<file path="config.mk">
export PLATFORM = sky130hd
export DESIGN_NAME = pe_status
export DESIGN_NICKNAME = d
export VERILOG_FILES = /design/src/pe_status_pkg.sv /design/src/pin_sync.sv /design/src/pe_status.sv
export SDC_FILE = /design/constraint.sdc
export NUM_CORES = 1
export LEC_CHECK = 0
export ABC_CLOCK_PERIOD_IN_PS = 1300
export BUFFER_PORTS_ARGS = -buffer_cell sky130_fd_sc_hd__buf_2
export CORE_AREA = 2 2 59 61
export DETAILED_ROUTE_END_ITERATION = 8
export DIE_AREA = 0 0 61 63
export MAX_ROUTING_LAYER = met4
export PLACE_DENSITY_LB_ADDON = 0.1
export SYNTH_ARGS = -nofsm -noshare
export SYNTH_HDL_FRONTEND = slang
export SYNTH_HIERARCHICAL = 1
export SYNTH_SLANG_ARGS = --single-unit
</file>
<file path="constraint.sdc">
create_clock -name sys_clk -period 1.3 [get_ports sys_clk]
set_input_delay 0.195 -clock sys_clk [delete_from_list [all_inputs] [get_ports sys_clk]]
set_output_delay 0.195 -clock sys_clk [all_outputs]
set_load 0.005 [all_outputs]
</file>
<file path="src/pe_status_pkg.sv">
// Shared constants and types for the program/erase status block
package pe_status_pkg;

    // -----------------------------------------------------------------
    // Status word field positions
    // -----------------------------------------------------------------
    localparam int unsigned STATUS_WIDTH = 8;
    localparam int unsigned BIT_READY = 7;
    localparam int unsigned BIT_ERASE_SUSP = 6;
    localparam int unsigned BIT_ERASE_ERR = 5;
    localparam int unsigned BIT_PROG_ERR = 4;
    localparam int unsigned BIT_HV_ERR = 3;
    localparam int unsigned BIT_PROG_SUSP = 2;
    localparam int unsigned BIT_PROT_ERR = 1;
    localparam int unsigned BIT_RESERVED = 0;

    // -----------------------------------------------------------------
    // Reset values
    // -----------------------------------------------------------------
    localparam logic [7:0] STATUS_RESET = 8'h80;
    localparam logic RESERVED_VALUE = 1'b0;
    localparam logic READ_MODE_RESET = 1'b0;

    // -----------------------------------------------------------------
    // Pin synchroniser layout
    // -----------------------------------------------------------------
    localparam int unsigned SYNC_DEPTH = 3;
    localparam int unsigned PIN_COUNT = 4;
    localparam int unsigned PIN_CE_N = 0;
    localparam int unsigned PIN_OE_N = 1;
    localparam int unsigned PIN_INHIBIT_N = 2;
    localparam int unsigned PIN_HV_LOW = 3;
    // Chip, output enable and inhibit idle high, supply check idle low
    localparam logic [3:0] PIN_RESET = 4'h7;

    // -----------------------------------------------------------------
    // Controller states, Gray coded in the order listed below
    // -----------------------------------------------------------------
    typedef enum logic [2:0]
    {
        ST_IDLE = 3'h0,
        ST_PROG = 3'h1,
        ST_ERASE = 3'h3,
        ST_SUSPENDING = 3'h2,
        ST_PROG_SUSP = 3'h6,
        ST_ERASE_SUSP = 3'h7,
        ST_PROG_IN_ES = 3'h5
    } pe_state_t;

endpackage

</file>
<file path="src/pin_sync.sv">
// Three-stage pin synchroniser with agreement filter
module pin_sync #(
    parameter int unsigned WIDTH = 4,
    parameter logic [WIDTH-1:0] RESET_VAL = '0
)
(
    // Clock and reset
    input wire logic sys_clk,
    input wire logic nrst,
    // Asynchronous pins
    input wire logic [WIDTH-1:0] pin_in,
    // Filtered level
    output logic [WIDTH-1:0] level_out
);

    logic [WIDTH-1:0] stage1_q;
    logic [WIDTH-1:0] stage2_q;
    logic [WIDTH-1:0] stage3_q;
    logic [WIDTH-1:0] level_q;
    logic [WIDTH-1:0] differ;

    // Only stage two and three are compared, stage one feeds stage two alone
    assign differ = stage2_q ^ stage3_q;

    always_ff @(posedge sys_clk)
    begin
        if (!nrst)
        begin
            stage1_q <= RESET_VAL;
            stage2_q <= RESET_VAL;
            stage3_q <= RESET_VAL;
        end
        else
        begin
            stage1_q <= pin_in;
            stage2_q <= stage1_q;
            stage3_q <= stage2_q;
        end
    end

    always_ff @(posedge sys_clk)
    begin
        if (!nrst)
        begin
            level_q <= RESET_VAL;
        end
        else
        begin
            level_q <= (stage2_q & ~differ) | (level_q & differ);
        end
    end

    assign level_out = level_q;

endmodule

</file>
<file path="src/pe_status.sv">
// Program/erase controller status word and its presentation on the data lines
//
// Overview of operation
// - Status byte drives data lines seven to zero
// - Program, erase, resume enter status read mode
// - Status read mode ignores address inputs
// - Output re-enable refreshes presented status word
// - Bit seven zero busy, one ready
// - After suspend, bit seven zero until paused
// - Bit six marks suspended erase awaiting resume
// - Resume returns erase suspend bit to zero
// - Bit five flags erase verify failure
// - Bit four flags program verify failure
// - Supply checked at start, sets bit three
// - Bit two marks suspended program awaiting resume
// - Resume returns program suspend bit to zero
// - Bit one flags attempt on protected block
// - Protected block operation aborted, block untouched
// - Error bits sticky until clear or reset
// - Bit zero is reserved
// - Status read persists after pause until command
// - No commands accepted while suspend pending
module pe_status
(
    // Clock and reset
    input wire logic sys_clk,
    input wire logic nrst,
    // Bus control pins, asynchronous
    input wire logic chip_enable_n,
    input wire logic output_enable_n,
    input wire logic output_inhibit_n,
    // Supply monitor, high when below high_voltage_lockout_level
    input wire logic below_lockout_level,
    // Decoded command strobes, one cycle each
    input wire logic cmd_program,
    input wire logic cmd_erase,
    input wire logic cmd_suspend,
    input wire logic cmd_resume,
    input wire logic cmd_read_status,
    input wire logic cmd_clear_status,
    input wire logic cmd_read_other,
    input wire logic target_protected,
    output logic cmd_ready,
    // Program/erase algorithm engine
    output logic engine_start,
    output logic engine_is_erase,
    output logic engine_suspend,
    output logic engine_resume,
    input wire logic engine_done,
    input wire logic engine_paused,
    input wire logic engine_prog_fail,
    input wire logic engine_erase_fail,
    // Status data lines
    output logic [7:0] status_data_lines,
    output logic status_data_lines_oe,
    output logic status_read_mode
);

    // -----------------------------------------------------------------
    // Pin synchronisation
    // -----------------------------------------------------------------
    logic [pe_status_pkg::PIN_COUNT-1:0] pins_raw;
    logic [pe_status_pkg::PIN_COUNT-1:0] pins_sync;
    logic outputs_on;
    logic outputs_on_q;
    logic outputs_rise;
    logic hv_low;

    assign pins_raw[pe_status_pkg::PIN_CE_N] = chip_enable_n;
    assign pins_raw[pe_status_pkg::PIN_OE_N] = output_enable_n;
    assign pins_raw[pe_status_pkg::PIN_INHIBIT_N] = output_inhibit_n;
    assign pins_raw[pe_status_pkg::PIN_HV_LOW] = below_lockout_level;

    pin_sync #(
        .WIDTH(pe_status_pkg::PIN_COUNT),
        .RESET_VAL(pe_status_pkg::PIN_RESET)
    ) u_pin_sync (
        .sys_clk(sys_clk),
        .nrst(nrst),
        .pin_in(pins_raw),
        .level_out(pins_sync)
    );

    assign outputs_on = !pins_sync[pe_status_pkg::PIN_CE_N]
        && !pins_sync[pe_status_pkg::PIN_OE_N]
        && pins_sync[pe_status_pkg::PIN_INHIBIT_N];
    assign hv_low = pins_sync[pe_status_pkg::PIN_HV_LOW];

    always_ff @(posedge sys_clk)
    begin
        if (!nrst)
        begin
            outputs_on_q <= 1'b0;
        end
        else
        begin
            outputs_on_q <= outputs_on;
        end
    end

    // Any of the three pins going active again counts as a re-enable
    assign outputs_rise = outputs_on && !outputs_on_q;

    // -----------------------------------------------------------------
    // Command acceptance
    // -----------------------------------------------------------------
    pe_status_pkg::pe_state_t state_q;
    pe_status_pkg::pe_state_t state_d;
    logic erase_pending_q;
    logic start_ok;
    logic take_program;
    logic take_erase;
    logic take_suspend;
    logic take_resume;
    logic take_clear;
    logic take_read_status;
    logic take_read_other;
    logic idle_like;

    // Commands wait out the pause after a suspend
    assign cmd_ready = (state_q != pe_status_pkg::ST_SUSPENDING);

    assign idle_like = (state_q == pe_status_pkg::ST_IDLE)
        || (state_q == pe_status_pkg::ST_PROG_SUSP)
        || (state_q == pe_status_pkg::ST_ERASE_SUSP);

    // Protected target or low supply aborts before the engine runs
    assign start_ok = !target_protected && !hv_low;

    assign take_program = cmd_program
        && ((state_q == pe_status_pkg::ST_IDLE)
        || (state_q == pe_status_pkg::ST_ERASE_SUSP));
    assign take_erase = cmd_erase && (state_q == pe_status_pkg::ST_IDLE);
    assign take_suspend = cmd_suspend
        && ((state_q == pe_status_pkg::ST_PROG)
        || (state_q == pe_status_pkg::ST_ERASE));
    assign take_resume = cmd_resume
        && ((state_q == pe_status_pkg::ST_PROG_SUSP)
        || (state_q == pe_status_pkg::ST_ERASE_SUSP));
    assign take_clear = cmd_clear_status && cmd_ready;
    assign take_read_status = cmd_read_status && cmd_ready;
    assign take_read_other = cmd_read_other && idle_like;

    // -----------------------------------------------------------------
    // Controller state machine
    // -----------------------------------------------------------------
    always_comb
    begin
        state_d = state_q;
        case (state_q)
            pe_status_pkg::ST_IDLE:
            begin
                if (take_program && start_ok)
                begin
                    state_d = pe_status_pkg::ST_PROG;
                end
                else if (take_erase && start_ok)
                begin
                    state_d = pe_status_pkg::ST_ERASE;
                end
            end
            pe_status_pkg::ST_PROG, pe_status_pkg::ST_ERASE:
            begin
                if (engine_done)
                begin
                    state_d = pe_status_pkg::ST_IDLE;
                end
                else if (take_suspend)
                begin
                    state_d = pe_status_pkg::ST_SUSPENDING;
                end
            end
            pe_status_pkg::ST_SUSPENDING:
            begin
                // The operation may finish instead of pausing
                if (engine_done)
                begin
                    state_d = pe_status_pkg::ST_IDLE;
                end
                else if (engine_paused)
                begin
                    state_d = erase_pending_q ? pe_status_pkg::ST_ERASE_SUSP
                        : pe_status_pkg::ST_PROG_SUSP;
                end
            end
            pe_status_pkg::ST_PROG_SUSP:
            begin
                if (take_resume)
                begin
                    state_d = pe_status_pkg::ST_PROG;
                end
            end
            pe_status_pkg::ST_ERASE_SUSP:
            begin
                if (take_resume)
                begin
                    state_d = pe_status_pkg::ST_ERASE;
                end
                else if (take_program && start_ok)
                begin
                    state_d = pe_status_pkg::ST_PROG_IN_ES;
                end
            end
            pe_status_pkg::ST_PROG_IN_ES:
            begin
                if (engine_done)
                begin
                    state_d = pe_status_pkg::ST_ERASE_SUSP;
                end
            end
            default:
            begin
                state_d = pe_status_pkg::ST_IDLE;
            end
        endcase
    end

    always_ff @(posedge sys_clk)
    begin
        if (!nrst)
        begin
            state_q <= pe_status_pkg::ST_IDLE;
        end
        else
        begin
            state_q <= state_d;
        end
    end

    // Kind of the operation that a suspend would pause
    always_ff @(posedge sys_clk)
    begin
        if (!nrst)
        begin
            erase_pending_q <= 1'b0;
        end
        else if (state_q == pe_status_pkg::ST_IDLE && state_d != pe_status_pkg::ST_IDLE)
        begin
            erase_pending_q <= (state_d == pe_status_pkg::ST_ERASE);
        end
    end

    // -----------------------------------------------------------------
    // Engine controls
    // -----------------------------------------------------------------
    always_ff @(posedge sys_clk)
    begin
        if (!nrst)
        begin
            engine_start <= 1'b0;
            engine_is_erase <= 1'b0;
            engine_resume <= 1'b0;
        end
        else
        begin
            engine_start <= ((state_q == pe_status_pkg::ST_IDLE)
                || (state_q == pe_status_pkg::ST_ERASE_SUSP))
                && ((state_d == pe_status_pkg::ST_PROG)
                || (state_d == pe_status_pkg::ST_ERASE)
                || (state_d == pe_status_pkg::ST_PROG_IN_ES))
                && !take_resume;
            if (state_d == pe_status_pkg::ST_ERASE)
            begin
                engine_is_erase <= 1'b1;
            end
            else if (state_d == pe_status_pkg::ST_PROG || state_d == pe_status_pkg::ST_PROG_IN_ES)
            begin
                engine_is_erase <= 1'b0;
            end
            engine_resume <= take_resume;
        end
    end

    assign engine_suspend = (state_q == pe_status_pkg::ST_SUSPENDING);

    // -----------------------------------------------------------------
    // Sticky error flags, set wins over clear
    // -----------------------------------------------------------------
    logic erase_err_q;
    logic prog_err_q;
    logic hv_err_q;
    logic prot_err_q;
    logic start_try;

    // Supply and protection looked at only when an operation is started
    assign start_try = (take_program || take_erase) && !take_resume;

    always_ff @(posedge sys_clk)
    begin
        if (!nrst)
        begin
            erase_err_q <= 1'b0;
            prog_err_q <= 1'b0;
            hv_err_q <= 1'b0;
            prot_err_q <= 1'b0;
        end
        else
        begin
            erase_err_q <= engine_erase_fail || (erase_err_q && !take_clear);
            prog_err_q <= engine_prog_fail || (prog_err_q && !take_clear);
            hv_err_q <= (start_try && hv_low) || (hv_err_q && !take_clear);
            prot_err_q <= (start_try && target_protected)
                || (prot_err_q && !take_clear);
        end
    end

    // -----------------------------------------------------------------
    // Status read mode
    // -----------------------------------------------------------------
    logic read_mode_q;

    always_ff @(posedge sys_clk)
    begin
        if (!nrst)
        begin
            read_mode_q <= pe_status_pkg::READ_MODE_RESET;
        end
        else if (start_try || take_resume || take_suspend || take_read_status)
        begin
            read_mode_q <= 1'b1;
        end
        else if (take_read_other)
        begin
            read_mode_q <= 1'b0;
        end
    end

    assign status_read_mode = read_mode_q;

    // -----------------------------------------------------------------
    // Status word assembly and presentation
    // -----------------------------------------------------------------
    logic [7:0] status_word;
    logic [7:0] shown_q;

    always_comb
    begin
        status_word = '0;
        status_word[pe_status_pkg::BIT_READY] = idle_like;
        status_word[pe_status_pkg::BIT_ERASE_SUSP] =
            (state_q == pe_status_pkg::ST_ERASE_SUSP);
        status_word[pe_status_pkg::BIT_ERASE_ERR] = erase_err_q;
        status_word[pe_status_pkg::BIT_PROG_ERR] = prog_err_q;
        status_word[pe_status_pkg::BIT_HV_ERR] = hv_err_q;
        status_word[pe_status_pkg::BIT_PROG_SUSP] =
            (state_q == pe_status_pkg::ST_PROG_SUSP);
        status_word[pe_status_pkg::BIT_PROT_ERR] = prot_err_q;
        status_word[pe_status_pkg::BIT_RESERVED] =
            pe_status_pkg::RESERVED_VALUE;
    end

    // Snapshot taken each time the outputs are re-enabled
    always_ff @(posedge sys_clk)
    begin
        if (!nrst)
        begin
            shown_q <= pe_status_pkg::STATUS_RESET;
        end
        else if (outputs_rise)
        begin
            shown_q <= status_word;
        end
    end

    // Address is not an input here: every read returns the word
    assign status_data_lines = shown_q;
    assign status_data_lines_oe = read_mode_q && outputs_on;

endmodule

</file>
== Word-level counts from Yosys, hierarchy flattened ==
Cells that the tools add are included.

* Register bits after elaboration: 36
* Input port bits: 18
* Logic and storage cells: 99

* Eq/ne operators: 10
* Mux-type cells: 16
* Bitwise logic cells: 5
* Reductions and logical operators: 52

{| class="wikitable"
|+ Operators by type and width
! operator !! count
|-
| $mux 3 || 10
|-
| $logic_and 1x1->1 || 24
|-
| $pmux 3 s6 || 1
|-
| $logic_or 1x1->1 || 16
|-
| $eq 3x3->1 const B || 4
|-
| $eq 3x2->1 const B || 3
|-
| $and 4x4->4 || 2
|-
| $logic_not 1->1 || 7
|-
| $eq 3x1->1 const B || 2
|-
| $mux 1 || 5
|-
| $not 4->4 || 1
|-
| $or 4x4->4 || 1
|-
| $reduce_bool 2->1 || 2
|-
| $xor 4x4->4 || 1
|-
| $logic_not 3->1 || 1
|-
| $ne 3x2->1 const B || 1
|-
| $reduce_bool 3->1 || 1
|-
| $reduce_or 2->1 || 1
|}

== Logic depth before layout (Yosys ltp) ==
Gate-level depths: netlist of run 1.

* Word-level depth: 12
* Depth in mapped cells: 6
* Mapped depth without buffers: 5

== Cells and area by module ==
The synthesis of run 1 kept the hierarchy.

{| class="wikitable"
|+ Modules (own cells, without submodules)
! module !! times used !! cells each !! area each (um^2) !! seq. area each (um^2)
|-
| pe_status || 1 || 116 || 970.9 || 400.4
|-
| pin_sync || 1 || 41 || 471.7 || 320.3
|}

== Worst setup path before layout of run 1 ==
Ideal clock, no wire load.

* Path type: reg2reg
* Start point: register state_q[0]
* End point: register engine_start
* Arrival time: 1.194 ns
* Path slack: -0.013 ns
* Cell stages (with the launch flop): 7
* Path through: dfxtp_1 > buf_6 > and3_1 > o211ai_2 > nand4_2 > and2_4 > o221a_2

* Longest elaborated chain between the ends: 12
* Elaborated cells on any way between the ends: 36

{| class="wikitable"
|+ RTL lines
! element !! line !! text
|-
| from (decl) || pe_status.sv:107 || <nowiki>pe_status_pkg::pe_state_t state_q;</nowiki>
|-
| from (signal assigned) || pe_status.sv:222 || <nowiki>state_q <= pe_status_pkg::ST_IDLE;</nowiki>
|-
| from (signal assigned) || pe_status.sv:226 || <nowiki>state_q <= state_d;</nowiki>
|-
| $eq 3x3->1 / $logic_not 3->1 (equally long branches) || -- ||
|-
| $logic_or 1x1->1 || pe_status.sv:132, pe_status.sv:257 ||
|-
| $logic_and 1x1->1 || pe_status.sv:131 || <nowiki>&& ((state_q == pe_status_pkg::ST_IDLE)</nowiki>
|-
| $logic_and 1x1->1 || pe_status.sv:153, pe_status.sv:199 ||
|-
| $mux 3 || pe_status.sv:199 || <nowiki>else if (take_program && start_ok)</nowiki>
|-
| $mux 3 || pe_status.sv:195 || <nowiki>if (take_resume)</nowiki>
|-
| $pmux 3 s6 || pe_status.sv:150 || <nowiki>case (state_q)</nowiki>
|-
| $eq 3x1->1 / $eq 3x2->1 (equally long branches) || pe_status.sv:258, pe_status.sv:259 ||
|-
| $logic_or 1x1->1 || pe_status.sv:259 || <nowiki>|| (state_d == pe_status_pkg::ST_ERASE)</nowiki>
|-
| $logic_or 1x1->1 || pe_status.sv:260 || <nowiki>|| (state_d == pe_status_pkg::ST_PROG_IN_ES))</nowiki>
|-
| $logic_and 1x1->1 || pe_status.sv:258 || <nowiki>&& ((state_d == pe_status_pkg::ST_PROG)</nowiki>
|-
| $logic_and 1x1->1 * || pe_status.sv:261 || <nowiki>&& !take_resume;</nowiki>
|-
| to (signal assigned) || pe_status.sv:256 || <nowiki>engine_start <= ((state_q == pe_status_pkg::ST_IDLE)</nowiki>
|-
| to (decl) || pe_status.sv:45 || <nowiki>output logic engine_start,</nowiki>
|}

Mark *: on every way between the ends. The rest lies on a longest branch, timed or not.
A chain may end at the register's enable or synchronous reset.

== Worst setup path after layout of run 1 ==
* Start point: register state_q[2]
* End point: register engine_start

Same word-level chain as after synthesis.

==> key figures, run 1 <==
Status
  – Status: complete, but fails checks
  – Failing checks: negative setup slack

Clock tree
  – Clk root buf: clkbuf_4
  – Clk_lat worst skew: 330 ps
  – TritonCTS Buffers: 5
  – Clk slew on worst S/H paths: about 110 ps
  – CTS tree: built
  – H-tree depth: 2
  – Clock Path Buffers: 2
  – Clock tree sinks: 36

Yosys
  – Post-synthesis cell type count: 40
  – Sequential share of the synthesized area: 50.0%
  – Cell area after synthesis: 1440 sq um
  – Share of the synthesized area in the top cell type: 50.0%
  – Mapped Nets: 175
  – Number of synthesized flops with an enable pin: 0
  – Top FF cell, synth: dfxtp_1
  – Cells after Synth: 157
  – Synth area leaders: dfxtp_1, nor2_1, a21oi_1, mux2i_1, or2b_1
  – Async set-reset flop share out of synthesis: 0%
  – Mapped Avg Cell Area: 9.19 sq um
  – Synth Register Bits: 36
  – Yosys warnings: 6
  – Most common cell in the synthesized netlist: dfxtp_1
  – Largest area contributor in the netlist: dfxtp_1
  – Post-synth top cells: dfxtp_1, nor2_1, a21oi_1, nand2_1

Global route
  – Number of global-route vias before repair: roughly 1200
  – GRT Util Overall: 19.2%
  – Antenna violations before repair: 0
  – Largest net degree at the start of global routing: 14
  – Total congestion overflow: 0
  – First-pass GRT wire length: about 5400 um

Worst setup path
  – FF-to-FF path depth: 6
  – CP arrival: 1670 ps
  – Critical path class: reg -> reg
  – WP data required: about 1500 ps
  – Crit-path max FO: 9
  – Type of origin of the critical path: flop
  – CP Capture Type: flop

Floorplanning
  – # rows: 21
  – Core ar.: 3230 sq um
  – # IOs: 33
  – Die width: ~61 um
  – Initial Util: 44.6%
  – Die H: 63 um
  – DIE AREA: 3840 sq um

Layout
  – P&R area growth vs syn: 42.7%
  – Layout cells sized above 1: 45.7%
  – Final #Nets: 236
  – Finished Cell Area: around 2100 sq um
  – ANT cells: 0
  – Fillers: 298
  – Final Non-Filler Cells: 265

Timing
  – Final hold viol count: 0
  – Worst Skew: between 7 and 8 ps
  – Final min period: 1430 ps
  – RSZ-0062 raised after global routing: true
  – Fin worst setup slack: -131 ps
  – Peak Freq: 699 MHz
  – Max Transition Viols Final: 0
  – Setup TNS: -580 ps
  – Final setup vio count: 8
  – Crit share post-route: 110%

Min path
  – Hold crit path type: in -> reg
  – Hold-critical path depth: 2

Drt
  – Post-route DRC: 0
  – Drt first pass iters: 4
  – Vias/cell: around 5
  – Final ANT Viol Nets: 0
  – Routed via count: around 1300
  – Routed WL: roughly 3300 um
  – Iteration-0 DRC Markers: between 50 and 60
  – Avg WL per Cell: around 13 um

Place
  – Pre-CTS setup slack: -150 ps
  – Post-DP HPWL: 2280 um
  – Placed insts: 245
  – Number of buffers added on ports: 31
  – Routability congestion estimate: between 0.8 and 0.9
  – Placed inst area: 1740 sq um

Power and ir drop
  – P per Cell Area: ~1000 nW/um^2
  – Max VDD drop: 0.498 mV
  – Total power: a little over 2 mW
  – Leak: slightly above 0.9 nW

Flow run
  – Max Cap Viol: 0
==> kinds of logic (layout without fill, tap and decap cells) <==
group	Yosys count	count (layout)	synth area share [%]
multiplexers	5	5	3.47
buffers and inverters	14	76	5.55
AND/OR/NAND/NOR	64	64	23.8
other	1	1	0.260
AO/OA/AOI/OAI	37	37	17.0
flip-flops	36	36	50.0
==> area by class of cell <==
class                   instances  area, sq um  area share (%)
multi-input cells             107          768            37.3
clock inverters                 3         18.8           0.912
well taps                      46         57.6            2.80
flip-flops and latches         36          736            35.7
inverters                       7         26.3            1.28
clock buffers                   5         37.5            1.82
repair buffers                 61          414            20.1
==> final timing paths <==
| kind | from | endpoint | slack (ps) |
|---|---|---|---|
| setup reg to reg | state_q[2] | engine_start | -130 |
| setup / recovery | state_q[2] | engine_start | -130 |
| hold reg to reg | u_pin_sync/stage1_q[1] | u_pin_sync/stage2_q[1] | 420 |
| hold / removal | chip_enable_n | u_pin_sync/stage1_q[0] | 30 |
==> power by group <==
group / internal [mW] / switching, mW
clock: 0.208 / 0.376
sequential: 1.14 / 0.0280
combinational: 0.169 / 0.151
==> critical path, cell delays in order (launching register included) <==
cell     delay [ps]
dfxtp_4         400
buf_6           130
nor3_4          200
nand3_2         170
nand2_1         110
a21oi_2          80
o221a_2         240
==> placed cells by master (no fill, tap or decap), drive strengths merged, types with 2 or more instances in the layout <==
| cell | synthesis | layout |
|---|---|---|
| nor2 | 24 | 24 |
| a22oi | 2 | 2 |
| and3 | 2 | 2 |
| a21oi | 14 | 14 |
| nand2b | 7 | 7 |
| o21ai | 9 | 9 |
| clkinv | 0 | 3 |
| or2b | 6 | 6 |
| mux2i | 5 | 5 |
| and2 | 7 | 7 |
| nor3 | 2 | 2 |
| clkbuf | 1 | 5 |
| nand3 | 2 | 2 |
| o211ai | 2 | 2 |
| o22ai | 2 | 2 |
| nand2 | 9 | 9 |
| buf | 6 | 60 |
| inv | 7 | 7 |
| dfxtp | 36 | 36 |
| o41ai | 2 | 2 |
==> routing by layer <==
metal / wire length (um) / part of all wire [%] / global-route usage [%] / up-vias
met4: 65 / 2.0 / 6.52 / 0
met2: 1650 / 50 / 29.4 / 41
met5: 0 / 0 / - / -
met3: 151 / 4.5 / 5.59 / 6
li1: - / - / - / 657
met1: 1450 / 44 / 24.0 / 601
==> timing repair <==
item                                   4_1_cts  5_1_grt
setup buffers                               10        1
resized for setup                           26       14
endpoints found under the hold margin        0        1
hold buffers                                 0        1
pin swaps                                    4        4
setup endpoints to repair                   13       12
==> through the flow <==
stage	util, %	hold WS (ps)
after global placement	54.0	372
final	63.7	28.9
after detailed placement	54.0	375
after floorplan	-	284
after global routing	63.7	6.63
after CTS	61.3	10.4
Power figures use the tool's default switching activity.
==> run 2: changes to the inputs <==
- RECOVER_POWER: unset -> 25
==> run 2 against run 1 <==
Against the previous run:
- critical path type unchanged
- combinational power hardly changed
- clock power hardly changed
- final area is 0.24% lower
- critical path depth stayed put
- the run still ends with negative setup slack left
==> key figures, run 2 (synthesis results as in run 1) <==
Worst setup path
  – CP startpoint: state_q[2]
  – Type of origin of the critical path: flop
  – Crit-path max FO: 9
  – Critical path class: reg -> reg
  – WP data required: around 1500 ps
  – R2r startpoint: state_q[2]
  – Worst-path cell chain: buf_6 -> nor3_4 -> nand3_2 -> nand2_1 -> a21oi_2 -> o221a_2
  – CP max stage delay: 400 ps
  – CP Capture Type: flop
  – CP arrival: 1680 ps
  – Slowest CP cell: dfxtp_4

Layout
  – ANT cells: 0
  – Layout cells sized above 1: 44.7%
  – Final Util: between 60 and 70%
  – Final Non-Filler Cells: 265
  – Fillers: 297
  – Commonest non-fill, non-tap cell in the layout: dfxtp_1
  – Most frequent cells in the layout: dfxtp_1, buf_2, nor2_1, buf_4, a21oi_1
  – P&R area growth vs syn: 42.3%
  – Final #Nets: 236

Clock tree
  – Clk_lat worst skew: around 330 ps
  – Clock tree sinks: 36
  – Clock Path Buffers: 2
  – CTS tree: built
  – Clk slew on worst S/H paths: 110 ps
  – TritonCTS Buffers: 5
  – Clk root buf: clkbuf_4
  – H-tree depth: 2

Place
  – Pre-CTS setup slack: -150 ps
  – Number of buffers added on ports: 31
  – Placed insts: 245
  – Routability congestion estimate: 0.888
  – Post-DP HPWL: 2280 um

Drt
  – Drt first pass iters: 4
  – Vias/cell: 4.94
  – Avg WL per Cell: roughly 13 um
  – Final ANT Viol Nets: 0
  – Iteration-0 DRC Markers: 60
  – Routed via count: 1309
  – Routed WL: between 3000 and 4000 um
  – Post-route DRC: 0

Global route
  – Global-route met3 utilization: 5.59%
  – First-pass GRT wire length: about 5400 um
  – Total congestion overflow: 0
  – Grt met1 use: 24.0%
  – Number of global-route vias before repair: between 1000 and 1500
  – GRT Util Overall: 19.2%
  – Antenna violations before repair: 0
  – Most used routing layer: met2
  – Largest net degree at the start of global routing: 14
  – Met2 Usage GRT: 29.4%

Status
  – Status: complete, but fails checks
  – Failing checks: negative setup slack

Power and ir drop
  – P per Cell Area: approximately 1000 nW/um^2
  – Total power: a little over 2 mW
  – Max VDD drop: 0.497 mV
  – Leak: 0.917 nW

Timing
  – Final min period: 1440 ps
  – Peak Freq: just under 700 MHz
  – Setup TNS: -614 ps
  – Final hold viol count: 0
  – Max Transition Viols Final: 0
  – Crit share post-route: 111%
  – Final setup vio count: 8
  – Fin worst setup slack: -137 ps
  – Worst Skew: 7.27 ps
  – RSZ-0062 raised after global routing: true

Floorplanning
  – Die width: 61 um
  – Core ar.: 3230 sq um
  – DIE AREA: between 3000 and 4000 sq um
  – Initial Util: 44.6%
  – # rows: 21
  – Die H: 63 um
  – # IOs: 33

Min path
  – Hold crit path type: in -> reg
  – Hold Path Origin: chip_enable_n

Flow run
  – Max Cap Viol: 0
## run 2: cell types whose count changed in the layout (fill, tap and decap cells not counted)
cell / change
clkbuf_1: +2
buf_2: -1
buf_4: -1
## run 2: path summary, 6_finish.rpt
path                                  to  slack [ps]  depth (start not counted)
setup / recovery            engine_start        -140                          6
hold / removal    u_pin_sync/stage1_q[0]          30                          2
setup reg to reg            engine_start        -140                          6
hold reg to reg   u_pin_sync/stage2_q[1]         420                          1
## run 2: area by class of cell
cell class	instances	area [sq um]	share of cell area (%)
Multi-Input combinational cell	107	768	37.4
Clock buffer	5	37.5	1.83
Sequential cell	36	736	35.8
Tap cell	46	57.6	2.80
Clock inverter	3	18.8	0.914
Timing Repair Buffer	61	409	19.9
Inverter	7	26.3	1.28
## run 2: report_power, final
group / leakage, nW / switching [mW] / internal [mW]
sequential: 0.295 / 0.0280 / 1.14
combinational: 0.587 / 0.152 / 0.168
clock: 0.0349 / 0.375 / 0.208
total: 0.917 / 0.554 / 1.51
## run 2: metal layers
layer	wire [um]	up-vias	share of wire, %
li1	-	658	-
met1	1450	602	44
met2	1650	43	50
met3	161	6	4.8
met4	65	0	2.0
met5	0	-	0
## run 2: critical path: cells and delay by family, from the launching register on
family                 cells  cell delay [ps]
AO/OA/AOI/OAI              2              330
flip-flops                 1              400
AND/OR/NAND/NOR            3              490
buffers and inverters      1              130
## run 2: metrics by stage
| step | hold WS, ps | area [sq um] |
|---|---|---|
| finish | 28.3 | 2050 |
| detailed placement | 375 | 1740 |
| global placement | 372 | 1740 |
| floorplan | 284 | 1450 |
| CTS | 10.4 | 1980 |
| global route | 6.65 | 2050 |
## run 2: what timing repair did
action,4_1_cts,5_1_grt
hold buffers,0,1
resized for setup,26,14
endpoints found under the setup margin,13,12
pin swaps,4,4
buffers inserted,10,1
endpoints found under the hold margin,0,1
==> run 3: changes to the inputs <==
- HOLD_SLACK_MARGIN: unset -> 0.08
- SETUP_SLACK_MARGIN: unset -> 0.4
==> run 3 against run 2 <==
Against the previous run:
- the run still ends with negative setup slack left
- critical path depth unchanged
- global-route usage grew 0.11 points
- utilization increased by 3.7 points
- count of clock-buffer cells in the layout is 1 higher
- final area increased by 5.8%
- register-to-register slack improved by 40 ps
- die area unchanged
- first-iteration DRC count up 1.7%
- sequential share of layout area fell by 1.4 points
- worst setup slack improved by 39 ps
- clock skew rose by 5.0 ps
- routed wire length barely moved
- critical path type unchanged
- critical endpoint unchanged
- largest cell class unchanged
- largest power group unchanged
==> key figures, run 3 (synthesis results as in run 1) <==
Status
  – Status: complete, but fails checks
  – Failing checks: negative setup slack

Drt
  – Routed WL: 3330 um
  – Final ANT Viol Nets: 0
  – Routed via count: approximately 1300
  – Drt first pass iters: 4
  – Vias/cell: 4.91
  – Avg WL per Cell: around 13 um
  – Iteration-0 DRC Markers: just over 60
  – Post-route DRC: 0

Timing
  – Final hold viol count: 0
  – Hold_ws: 122 ps
  – Peak Freq: 716 MHz
  – Final setup vio count: 7
  – RSZ-0062 raised after global routing: true
  – Final min period: 1400 ps
  – Worst Skew: 12.2 ps
  – Crit share post-route: 107%
  – Max Transition Viols Final: 0
  – Fin worst setup slack: -97.5 ps

Global route
  – Global-route met3 utilization: 4.97%
  – Grt met1 use: 21.4%
  – GRT Util Overall: 19.3%
  – Most used routing layer: met2
  – Antenna violations before repair: 0
  – Total congestion overflow: 0
  – Met2 Usage GRT: 32.0%
  – Number of global-route vias before repair: 1230
  – First-pass GRT wire length: ~5300 um
  – Largest net degree at the start of global routing: 22

Place
  – Placed inst area: 1760 sq um
  – Number of buffers added on ports: 31
  – Routability congestion estimate: ~0.77
  – Post-DP HPWL: between 2000 and 2500 um
  – Placed insts: 240

Floorplanning
  – # IOs: 33
  – Initial Util: 44.6%
  – DIE AREA: slightly below 4000 sq um
  – # rows: 21
  – Core ar.: 3230 sq um
  – Die H: 63 um
  – Die width: between 60 and 70 um

Power and ir drop
  – P per Cell Area: 1010 nW/um^2
  – Total power: 2.19 mW
  – Leak: about 0.95 nW
  – Max VDD drop: 0.744 mV

Worst setup path
  – CP arrival: approximately 1600 ps
  – WP data required: 1540 ps
  – FF-to-FF path depth: 6
  – Type of origin of the critical path: flop
  – CP Capture Type: flop
  – Slowest CP cell: dfxtp_4
  – Levels on crit path: 6
  – Crit-path max FO: 6
  – R2r setup slk: -100 ps
  – CP max stage delay: about 370 ps
  – CP delay by family, top: simple AND/OR/NAND/NOR gates
  – Critical path class: reg -> reg
  – Buf/Inv on CP: 1
  – Worst-path cell chain: buf_12 -> and3_4 -> o211ai_2 -> nand4_4 -> and2_4 -> o221a_4

Clock tree
  – CTS tree: built
  – Clock Path Buffers: 2
  – Clock tree sinks: 36
  – Clk root buf: clkbuf_4
  – H-tree depth: 2
  – Clk_lat worst skew: 340 ps
  – TritonCTS Buffers: 5
  – Clk slew on worst S/H paths: 120 ps

Min path
  – Hold-critical path depth: 3
  – Hold crit path type: in -> reg

Layout
  – Final Non-Filler Cells: between 200 and 300
  – Layout cells sized above 1: 50.5%
  – Final #Nets: 237
  – Commonest non-fill, non-tap cell in the layout: buf_2
  – P&R area growth vs syn: 50.6%
  – Most frequent cells in the layout: buf_2, nor2_1, dfxtp_1, buf_4, dfxtp_2
  – Final Util: 67.2%
  – Finished Cell Area: approximately 2200 sq um
  – ANT cells: 0
  – Fillers: between 200 and 300

Flow run
  – Max Cap Viol: 0
[run 3: what timing repair did]
action                                  4_1_cts  5_1_grt
endpoints found under the setup margin       32       34
hold endpoints to repair                      6        0
hold buffers                                  6        0
buffers inserted                              8        3
pin swaps                                     8        7
cloned                                        1        0
gates resized for setup                      36       12
[run 3: tightest hold or removal path: stages]
cell     delay (ps)
buf_2           120
a22oi_2          60
nor2_1           70
[run 3: final cells by class]
| cell class | count | area (sq um) | share of cell area (%) |
|---|---|---|---|
| well taps | 46 | 57.6 | 2.65 |
| repair buffers | 62 | 469 | 21.6 |
| clock inverters | 2 | 11.3 | 0.518 |
| multi-input cells | 107 | 798 | 36.8 |
| inverters | 7 | 26.3 | 1.21 |
| clock buffers | 6 | 62.6 | 2.88 |
| flip-flops and latches | 36 | 747 | 34.4 |
[run 3: path summary, 6_finish.rpt]
check | from | to
hold reg to reg | u_pin_sync/stage1_q[1] | u_pin_sync/stage2_q[1]
hold / removal | target_protected | prot_err_q
setup / recovery | state_q[1] | engine_start
setup reg to reg | state_q[1] | engine_start
[run 3: through the flow]
stage	setup WS [ps]	setup TNS [ps]
2_1_floorplan	62.8	0
3_3_place_gp	2.18	0
3_5_place_dp	-58.3	-86.4
4_1_cts	-105	-511
5_1_grt	-156	-1300
6_report	-97.5	-466
[run 3: routing by layer]
layer | part of all wire (%) | vias up
met5 | 0 | -
met4 | 2.5 | 0
met3 | 4.0 | 8
met2 | 49 | 31
met1 | 44 | 608
li1 | - | 658
[run 3: power breakdown]
group	switching [mW]	leakage [nW]	internal, mW
registers	0.0278	0.298	1.14
clock network	0.379	0.0437	0.326
logic	0.145	0.610	0.168
